File: config.mk
export PLATFORM = sky130hd
export DESIGN_NAME = csoc_ctrl
export DESIGN_NICKNAME = d
export VERILOG_FILES = /design/src/logic/csoc_pkg.sv /design/src/logic/csoc_filt_if.sv /design/src/logic/csoc_ctrl.sv /design/src/logic/csoc_oc_filter.sv
export SDC_FILE = /design/constraint.sdc
export NUM_CORES = 1
export LEC_CHECK = 0
export BUFFER_PORTS_ARGS = -buffer_cell sky130_fd_sc_hd__buf_2
export CAP_MARGIN = 20
export CORE_ASPECT_RATIO = 1.25
export CORE_MARGIN = 2
export CORE_UTILIZATION = 50
export CTS_CLUSTER_SIZE = 24
export DETAILED_ROUTE_END_ITERATION = 12
export PLACE_DENSITY = 0.76
export SLEW_MARGIN = 20
export SYNTH_ARGS = -nofsm -noshare
export SYNTH_HDL_FRONTEND = slang
export SYNTH_SLANG_ARGS = --single-unit
File: constraint.sdc
create_clock -name core_clk -period 4 [get_ports core_clk]
set_input_delay 0.6 -clock core_clk [delete_from_list [all_inputs] [get_ports core_clk]]
set_output_delay 0.6 -clock core_clk [all_outputs]
set_load 0.01 [all_outputs]
File: src/logic/csoc_pkg.sv
// Constants and types of the current sense overcurrent control block
// How it works
// - Direction bit 1 selects bidirectional sensing
// - Direction bit 0 selects unidirectional sensing
// - Supply, temperature faults or disable silence amplifier
// - Gain codes select 10, 20, 40, 80
// - Unidirectional trip above mid plus tenths
// - Bidirectional symmetric window of twentieths trips
// - Report mode sets flags, gates untouched
// - Report mode flags self-clear after filter time
// - Shutdown mode sets flags, switches gates off
// - Status clear or enable reset releases gates
// - Shutdown mode flags need clear and absence
// - Filter time selectable, measured at comparator
`default_nettype none

package csoc_pkg;

  localparam int LVL_W = 10;
  localparam int CNT_W = 11;
  localparam int CLK_PERIOD_NS = 4;

  // Sense output level in thousandths of the logic supply
  localparam logic [LVL_W-1:0] LVL_FULL = 10'd1000;
  localparam logic [LVL_W-1:0] LVL_MID = 10'd500;
  localparam logic [LVL_W-1:0] LVL_TENTH = 10'd100;
  localparam logic [LVL_W-1:0] LVL_TWENTIETH = 10'd50;

  // Bidirectional window half-widths in twentieths
  localparam logic [2:0] WIN_MULT0 = 3'h2;
  localparam logic [2:0] WIN_MULT1 = 3'h4;
  localparam logic [2:0] WIN_MULT2 = 3'h5;
  localparam logic [2:0] WIN_MULT3 = 3'h6;

  localparam logic [6:0] GAIN_10 = 7'd10;
  localparam logic [6:0] GAIN_20 = 7'd20;
  localparam logic [6:0] GAIN_40 = 7'd40;
  localparam logic [6:0] GAIN_80 = 7'd80;
  localparam logic [6:0] GAIN_RESET = GAIN_10;

  // Overcurrent filter times per select code
  localparam int FILT_NS0 = 500;
  localparam int FILT_NS1 = 1000;
  localparam int FILT_NS2 = 2000;
  localparam int FILT_NS3 = 4000;
  localparam logic [CNT_W-1:0] FILT_CYC0 =
    CNT_W'((FILT_NS0 + CLK_PERIOD_NS - 1) / CLK_PERIOD_NS);
  localparam logic [CNT_W-1:0] FILT_CYC1 =
    CNT_W'((FILT_NS1 + CLK_PERIOD_NS - 1) / CLK_PERIOD_NS);
  localparam logic [CNT_W-1:0] FILT_CYC2 =
    CNT_W'((FILT_NS2 + CLK_PERIOD_NS - 1) / CLK_PERIOD_NS);
  localparam logic [CNT_W-1:0] FILT_CYC3 =
    CNT_W'((FILT_NS3 + CLK_PERIOD_NS - 1) / CLK_PERIOD_NS);

  typedef enum logic [2:0] {
    ST_CLEAR = 3'b001,
    ST_FLAGGED = 3'b010,
    ST_TRIPPED = 3'b100
  } csoc_state_t;

endpackage : csoc_pkg

`default_nettype wire

File: src/logic/csoc_filt_if.sv
// Link between the protection control and the overcurrent filter
`timescale 1ns/1ps
`default_nettype none

interface csoc_filt_if;
  logic comp_raw;
  logic [1:0] filt_sel;
  logic detect;
  logic present;
  logic absent_long;

  modport filt (
    input comp_raw,
    input filt_sel,
    output detect,
    output present,
    output absent_long
  );

  modport ctrl (
    output comp_raw,
    output filt_sel,
    input detect,
    input present,
    input absent_long
  );
endinterface : csoc_filt_if

`default_nettype wire

File: src/logic/csoc_ctrl.sv
// Sense amplifier control and overcurrent protection, top level
`timescale 1ns/1ps
`default_nettype none

module csoc_ctrl (
  input wire logic core_clk,
  input wire logic reset,
  input wire logic bidir_select,
  input wire logic amp_disable,
  input wire logic [1:0] amp_gain_sel,
  input wire logic shunt_placement_hint,
  input wire logic output_load_cap_range,
  input wire logic [1:0] trip_level_sel,
  input wire logic overcurrent_trip_enable,
  input wire logic [1:0] overcurrent_filter_sel,
  input wire logic supply_undervoltage,
  input wire logic supply_overvoltage,
  input wire logic charge_pump_undervoltage,
  input wire logic over_temperature,
  input wire logic general_status_clear,
  input wire logic [9:0] sense_level,
  output logic amp_enable,
  output logic amp_output_force_low,
  output logic amp_bidir_mode,
  output logic amp_ref_mid,
  output logic [6:0] amp_gain,
  output logic amp_high_side_mode,
  output logic amp_cap_high,
  output logic overcurrent_flag,
  output logic overcurrent_ch_flag,
  output logic global_error_flag,
  output logic gates_off_static
);

  csoc_filt_if fif ();

  csoc_pkg::csoc_state_t state;
  csoc_pkg::csoc_state_t next_state;

  logic amp_fault;
  logic amp_active;
  logic [6:0] gain_lut;
  logic [csoc_pkg::LVL_W-1:0] uni_thr;
  logic [2:0] win_mult;
  logic [csoc_pkg::LVL_W-1:0] win_off;
  logic [csoc_pkg::LVL_W-1:0] win_hi;
  logic [csoc_pkg::LVL_W-1:0] win_lo;
  logic over_uni;
  logic over_bi;
  logic flag_next;

  // Amplifier shut off on any supply or thermal fault
  assign amp_fault = supply_undervoltage | supply_overvoltage |
                     charge_pump_undervoltage | over_temperature;
  assign amp_active = !(amp_fault | amp_disable);

  assign gain_lut = (amp_gain_sel == 2'h0) ? csoc_pkg::GAIN_10 :
                    (amp_gain_sel == 2'h1) ? csoc_pkg::GAIN_20 :
                    (amp_gain_sel == 2'h2) ? csoc_pkg::GAIN_40 :
                    csoc_pkg::GAIN_80;

  // Unidirectional: one upper threshold at or above mid-scale
  assign uni_thr = csoc_pkg::LVL_MID +
                   csoc_pkg::LVL_TENTH * {8'h00, trip_level_sel};
  assign over_uni = sense_level > uni_thr;

  // Bidirectional: symmetric window around mid-scale
  assign win_mult = (trip_level_sel == 2'h0) ? csoc_pkg::WIN_MULT0 :
                    (trip_level_sel == 2'h1) ? csoc_pkg::WIN_MULT1 :
                    (trip_level_sel == 2'h2) ? csoc_pkg::WIN_MULT2 :
                    csoc_pkg::WIN_MULT3;
  assign win_off = csoc_pkg::LVL_TWENTIETH * {7'h00, win_mult};
  assign win_hi = csoc_pkg::LVL_MID + win_off;
  assign win_lo = csoc_pkg::LVL_MID - win_off;
  assign over_bi = (sense_level > win_hi) ||
                   (sense_level < win_lo);

  // A silenced amplifier reads low, which must not look like a
  // negative overcurrent in bidirectional mode
  assign fif.comp_raw = amp_active &&
                        (bidir_select ? over_bi : over_uni);
  assign fif.filt_sel = overcurrent_filter_sel;

  csoc_oc_filter u_filter (
    .core_clk(core_clk),
    .reset(reset),
    .fif(fif)
  );

  // Protection state; a detect always wins over any clear
  always_comb begin
    next_state = state;
    unique case (state)
      csoc_pkg::ST_CLEAR: begin
        if (fif.detect) begin
          next_state = overcurrent_trip_enable ? csoc_pkg::ST_TRIPPED :
                       csoc_pkg::ST_FLAGGED;
        end
      end
      csoc_pkg::ST_FLAGGED: begin
        if (fif.detect) begin
          if (overcurrent_trip_enable) begin
            next_state = csoc_pkg::ST_TRIPPED;
          end
        end else if (!overcurrent_trip_enable && fif.absent_long) begin
          next_state = csoc_pkg::ST_CLEAR;
        end else if (general_status_clear && !fif.present) begin
          next_state = csoc_pkg::ST_CLEAR;
        end
      end
      csoc_pkg::ST_TRIPPED: begin
        if (!overcurrent_trip_enable) begin
          next_state = csoc_pkg::ST_FLAGGED;
        end else if (fif.detect) begin
          next_state = csoc_pkg::ST_TRIPPED;
        end else if (general_status_clear) begin
          // Gates released on clear; flags stay while current persists
          next_state = fif.present ? csoc_pkg::ST_FLAGGED :
                       csoc_pkg::ST_CLEAR;
        end
      end
      default: next_state = csoc_pkg::ST_CLEAR;
    endcase
  end

  assign flag_next = (next_state != csoc_pkg::ST_CLEAR);

  always_ff @(posedge core_clk or posedge reset) begin
    if (reset) begin
      state <= csoc_pkg::ST_CLEAR;
    end else begin
      state <= next_state;
    end
  end

  always_ff @(posedge core_clk or posedge reset) begin
    if (reset) begin
      overcurrent_flag <= 1'b0;
      overcurrent_ch_flag <= 1'b0;
      global_error_flag <= 1'b0;
      gates_off_static <= 1'b0;
    end else begin
      overcurrent_flag <= flag_next;
      overcurrent_ch_flag <= flag_next;
      global_error_flag <= flag_next;
      gates_off_static <= (next_state == csoc_pkg::ST_TRIPPED);
    end
  end

  // Amplifier configuration is retimed so every output is a flop
  always_ff @(posedge core_clk or posedge reset) begin
    if (reset) begin
      amp_enable <= 1'b0;
      amp_output_force_low <= 1'b1;
      amp_bidir_mode <= 1'b0;
      amp_ref_mid <= 1'b0;
      amp_gain <= csoc_pkg::GAIN_RESET;
      amp_high_side_mode <= 1'b0;
      amp_cap_high <= 1'b0;
    end else begin
      amp_enable <= amp_active;
      amp_output_force_low <= !amp_active;
      amp_bidir_mode <= bidir_select;
      amp_ref_mid <= bidir_select;
      amp_gain <= gain_lut;
      amp_high_side_mode <= shunt_placement_hint;
      amp_cap_high <= output_load_cap_range;
    end
  end
endmodule : csoc_ctrl

`default_nettype wire

File: src/logic/csoc_oc_filter.sv
// Overcurrent comparator synchroniser and persistence filter
`timescale 1ns/1ps
`default_nettype none

module csoc_oc_filter (
  input wire logic core_clk,
  input wire logic reset,
  csoc_filt_if.filt fif
);

  logic sync_a;
  logic sync_b;
  logic [csoc_pkg::CNT_W-1:0] hi_cnt;
  logic [csoc_pkg::CNT_W-1:0] lo_cnt;
  logic [csoc_pkg::CNT_W-1:0] next_hi_cnt;
  logic [csoc_pkg::CNT_W-1:0] next_lo_cnt;
  logic [csoc_pkg::CNT_W-1:0] limit;

  // Time is counted on the comparator result only
  assign limit = (fif.filt_sel == 2'h0) ? csoc_pkg::FILT_CYC0 :
                 (fif.filt_sel == 2'h1) ? csoc_pkg::FILT_CYC1 :
                 (fif.filt_sel == 2'h2) ? csoc_pkg::FILT_CYC2 :
                 csoc_pkg::FILT_CYC3;

  // Saturating counters; >= and > keep them sane when the select shrinks
  assign next_hi_cnt = !sync_b ? '0 :
                       (hi_cnt >= limit) ? hi_cnt :
                       hi_cnt + 11'h001;
  assign next_lo_cnt = sync_b ? '0 :
                       (lo_cnt > limit) ? lo_cnt :
                       lo_cnt + 11'h001;

  always_ff @(posedge core_clk or posedge reset) begin
    if (reset) begin
      sync_a <= 1'b0;
      sync_b <= 1'b0;
    end else begin
      sync_a <= fif.comp_raw;
      sync_b <= sync_a;
    end
  end

  always_ff @(posedge core_clk or posedge reset) begin
    if (reset) begin
      hi_cnt <= '0;
      lo_cnt <= '0;
    end else begin
      hi_cnt <= next_hi_cnt;
      lo_cnt <= next_lo_cnt;
    end
  end

  assign fif.detect = (hi_cnt >= limit);
  assign fif.present = sync_b;
  assign fif.absent_long = (lo_cnt > limit);
endmodule : csoc_oc_filter

`default_nettype wire

After elaboration in Yosys (flattened, before gate mapping) --
Cells that the tools add are included. Widths: inputs -> output; s select.
Word-level totals: register bits 41, bits of input ports 28, output and inout bits 17, word-level logic and storage cells 77
Cells by class: $add $sub $neg 5, multiply operators 2, $lt $le $gt $ge 5, equal/unequal tests 13, muxes and demuxes 25, bitwise gates (word level) 4, reduce and logical (&&, ||, !) cells 10
Operators by type and width (number):
- $mux 11 | 6
- $mux 3 | 10
- $add 11x1->11 const B | 2
- $mux 7 | 3
- $add 9x9->10 const A | 2
- $gt 10x10->1 | 2
- $ge 11x11->1 | 1
- $gt 11x11->1 | 1
- $lt 10x10->1 | 1
- $mux 10 | 1
- $sub 9x9->10 const A | 1
- $pmux 3 s3 | 1
- $mul 5x3->8 const A | 1
- $mul 5x2->7 const A | 1
- $eq 2x1->1 const B | 3
- $eq 2x2->1 const B | 3
- $eq 3x3->1 const B | 2
- $logic_not 2->1 | 3
- $mux 2 | 3
- $or 1x1->1 | 4
- $eq 3x1->1 const B | 1
- $eq 3x2->1 const B | 1
- $logic_and 1x1->1 | 3
- $logic_not 1->1 | 3
- other kinds (5) | 5

Logic depth before layout (Yosys ltp) --
depth after elaboration 10, gate-level depth with buffers 10, gate-level depth less buffers 10

Hierarchy --
From an unflattened synthesis, not the netlist that was laid out.
Unflattened totals: cell total of the unflattened synthesis 347, area total of the unflattened synthesis 3234.4 sq um
Modules (own cells, without submodules):
- csoc_oc_filter | times used 1, cells an instance 199, area each 1798.0 sq um, seq. area each 600.6 sq um
- csoc_ctrl | times used 1, cells an instance 148, area each 1436.4 sq um, seq. area each 405.4 sq um

Worst setup path after synthesis --
OpenSTA, ideal clock, no wires.
path type input port to flip-flop, from input port overcurrent_filter_sel[1], to register u_filter.lo_cnt[6] (netlist name), setup time 0.128 ns, data arrival time 2.404 ns, data required time 3.872 ns, path slack 1.468 ns, stages on the path 9, path buffers 0, cell sequence nand2_1 inv_1 ha_1 nand4_1 or3_1 o31a_1 a21oi_2 nor4b_1 mux2_1
On the way: longest elaborated chain between the ends 6, elaborated cells on any way between the ends 8, classes of those cells 1 x order compare; 3 x eq/ne; 3 x mux; 1 x reduce/logical
Ends and longest elaborated chain:
- start, declared | line csoc_ctrl.sv:15 | input wire logic [1:0] overcurrent_filter_sel,
- $eq 2x2->1 | line csoc_oc_filter.sv:22 | (fif.filt_sel == 2'h2) ? csoc_pkg::FILT_CYC2 :
- $mux 10 | line csoc_oc_filter.sv:22
- $mux 11 | line csoc_oc_filter.sv:21 | (fif.filt_sel == 2'h1) ? csoc_pkg::FILT_CYC1 :
- $mux 11 (*) | line csoc_oc_filter.sv:20 | assign limit = (fif.filt_sel == 2'h0) ? csoc_pkg::FILT_CYC0 :
- $gt 11x11->1 (*) | line csoc_oc_filter.sv:30 | (lo_cnt > limit) ? lo_cnt :
- $ne 2x1->1 (no source line) (*)
- end signal, assigned | line csoc_oc_filter.sv:49 | lo_cnt <= next_lo_cnt;
- end, declared | line csoc_oc_filter.sv:14 | logic [csoc_pkg::CNT_W-1:0] lo_cnt;
Mark *: on every way between the ends. The rest lies on a longest branch, timed or not. A chain may end at the register's enable or synchronous reset.

Worst setup path after layout --
from input port overcurrent_filter_sel[0], to register u_filter.lo_cnt[8] (netlist name)
Same word-level chain as after synthesis.

==> impl_metrics.toml <==
[timing]
min_period_over_period = 0.712
tns_ns = 0
hold_violations = 0
fmax_mhz = 351
tightest_slew_ns = 0.889
rsz0062_at_grt = "no"
slew_viol_final = 0
setup_viol_count_final = 0
fin_crit_ns = 2.85
slew_headroom = 0.407
skew_ns = 0.00459
worst_slack_ns = 1.15

[critical_path]
required_ns = 4.18
path_buf_inv = 2
cp-start-kind = "primary input"
critical_path_arrival_ns = 3.03
rrSetupSlack_ns = 1.33
crit_family = "compound AO/OA/AOI/OAI gates"
critPathCaptureType = "flip-flop"
crit_fanout = 18
rr_worst_depth = 7
slowest_delay_ns = 0.53
rr_endpoint = "u_filter.lo_cnt[8]"
critPathLaunch = "overcurrent_filter_sel[0]"
r2r_start = "u_filter.lo_cnt[3]"
crit_path_cell_trace = "buf_2 > nand2_1 > inv_1 > ha_1 > nand4_1 > or3_1 > o31a_1 > a21oi_2 > nor4b_1 > mux2_1"
crit_slowest_cell = "a21oi_2"
critPathKind = "primary input to flip-flop"

[grt]
grt_pass1_wl_um = 10900
grt_max_degree = 41
antenna_found_initial = 0
first_global_vias = 2472
grt-ovfl-total = 0
track_usage = 0.207

[logic_synthesis]
synth.distinct_cells = 57
ys_async_sr_fraction = 1.00
synth-seq-cells = 40
avgSynthCellArea_sq_um = 9.52
netlist_area_sq_um = 2980
synthAdderAreaFrac = 0.193
yosysMostFrequentCell = "ha_1"
yosys-top-cells-count = "46 x ha_1, 36 x dfrtp_1, 22 x nor2_1, 19 x nand2_1, 17 x inv_1"
syn-num-nets = 387
synth-compound-area-share = 0.156
synth_xor_area_frac = 0.0353
yosys_warnings = 0
synthCells = 313
yosysTopAreaCell = "dfrtp_1"
seq_area_frac_synth = 0.338
netlist.area_leader.share = 0.302
synth_simple_gate_area_frac = 0.205
synth_edf_count = 0
synthMuxAreaShare = 0.0244
synth_top_flop_cell = "dfrtp_1"
synthTopCellsByArea = "dfrtp_1 30%, ha_1 19%, dfstp_2 3.5%"
synth_top_family_by_area = "simple AND/OR/NAND/NOR gates"

[pwr]
p_clk_frac = 0.293
power_frac_seq = 0.449
combPwrFrac = 0.258
power.share.switching = 0.322
p_sw_uw = 379
power.internal_uw = 798
vdd_drop_max_mv = 0.151
p_total_uw = 1180
p_leak_uw = 0.00161
p_per_area_nw_per_um2 = 353

[routing]
avgRoutedWirePerCell_um = 14.9
drc = 0
drt-total-wl_um = 6230
viasPerCell = 6.00
vias = 2504
postRouteAntennaNets = 0
drt-initial-drc-count = 100
first_pass_iters = 4

[floorplan]
die_w_um = 73.0
io_pins = 45
start_util = 0.515
die_h_um = 90.3
rows = 31
die-area_sq_um = 6600
core_area_sq_um = 5780

[cts]
cts_hold_buf = 0
insertion_delay_ns = 0.29
cts_sinks = 40
cts_root_buf = "clkbuf_8"
cts_resized = 0
clk_pin_slew_ns = 0.08
cts_tree = "built"
cts_buffer_depth = 2
cts_buffers = 5
htreeDepth = 2
cts_setup_buffers = 0

[placement]
port_buffers = 43
dp_slack_ns = 0.870
dpl.cell_count = 409
gp_congestion = 0.887
dp_hpwl_um = 4870

[cells_and_area]
num_antenna_cells = 0
fill_cells = 515
syn_to_final_growth_pct = 11.8
register_area_sq_um = 1010
multi_input_area_sq_um = 1830
drive_above_1_share = 0.182
fin_cells = 417
num-nets-final = 424

[hold_path]
hold_path_class = "flip-flop to flip-flop"
holdPathEnd = "u_filter.fif.present"
min_delay_path_depth = 0
hold_start = "u_filter.sync_a"

[run_status]
status = "completed"

[job]
maxCapViolations = 0
## worst reg2reg max path: cells and delay by family (launching register included)
family | cells | cell delay, ns
compound gates | 2 | 0.85
simple gates | 3 | 0.61
flops | 1 | 0.46
mux | 1 | 0.34
fa+ha+maj | 1 | 0.32
## state kept, by name, summed over array words and instances (netlist names), 3 cells and up
signal,flops
amp_gain,6
state,3
u_filter.hi_cnt,11
u_filter.lo_cnt,11
## worst max-delay path by stage
stage,cells after the start,to,slack (ns)
finish,10,u_filter.lo_cnt[8],1.15
global route,10,u_filter.lo_cnt[8],0.93
CTS,10,u_filter.lo_cnt[8],1.15
detailed placement,10,u_filter.lo_cnt[8],0.87
global placement,10,u_filter.lo_cnt[8],0.91
floorplan,9,u_filter.lo_cnt[6],1.47
## power by group through the flow
stage / logic, uW / registers, uW / clock network [uW]
after floorplan: 240 / 508 / 0
after global placement: 295 / 536 / 0
after detailed placement: 306 / 536 / 0
after CTS: 308 / 528 / 353
after global routing: 355 / 541 / 368
final: 304 / 529 / 344
## layer usage
layer / vias up / track usage / share of wire
met1: 1184 / 0.234 / 0.40
met5: - / 0 / 0
met3: 22 / 0.0357 / 0.042
met2: 83 / 0.362 / 0.52
met4: 0 / 0.100 / 0.036
li1: 1215 / - / -
## metrics by stage
step | cell area [sq um] | utilization | hold WS [ns]
finish | 3330 | 0.576 | 0.358
global route | 3330 | 0.576 | 0.386
CTS | 3330 | 0.576 | 0.362
detailed placement | 3210 | 0.555 | 0.344
global placement | 3210 | 0.555 | 0.342
floorplan | 2980 | - | 0.331
## layout by cell type, fill, tap and decap left out, types with 6 or more instances in the layout
master / synthesis / layout
a21oi_1: 14 / 14
and2_1: 6 / 6
buf_2: 1 / 43
clkbuf_8: 0 / 6
dfrtp_1: 36 / 36
ha_1: 46 / 46
inv_1: 17 / 17
nand2_1: 19 / 19
nand2b_1: 6 / 6
nand3_1: 8 / 8
nand4_1: 8 / 8
nor2_1: 22 / 22
nor2b_1: 8 / 8
o21a_1: 8 / 8
o21ai_0: 10 / 10
xor2_1: 7 / 7
## final cells by class
cell class	count	area share
Inverter	17	0.0192
Multi-Input combinational cell	242	0.551
Sequential cell	40	0.302
Timing Repair Buffer	44	0.0669
Clock buffer	6	0.0248
Clock inverter	2	0.0116
Tap cell	66	0.0248
## logic make-up (layout without fill, tap and decap cells)
logic type | count (synthesis) | after routing
and+or+nand+nor | 110 | 110
AOI/OAI and AO/OA | 66 | 66
adders and majority gates | 46 | 46
DFF | 40 | 40
buffers and inverters | 31 | 69
xor gates and xnor gates | 12 | 12
muxes | 7 | 7
other | 1 | 1
Power figures use the tool's default switching activity.
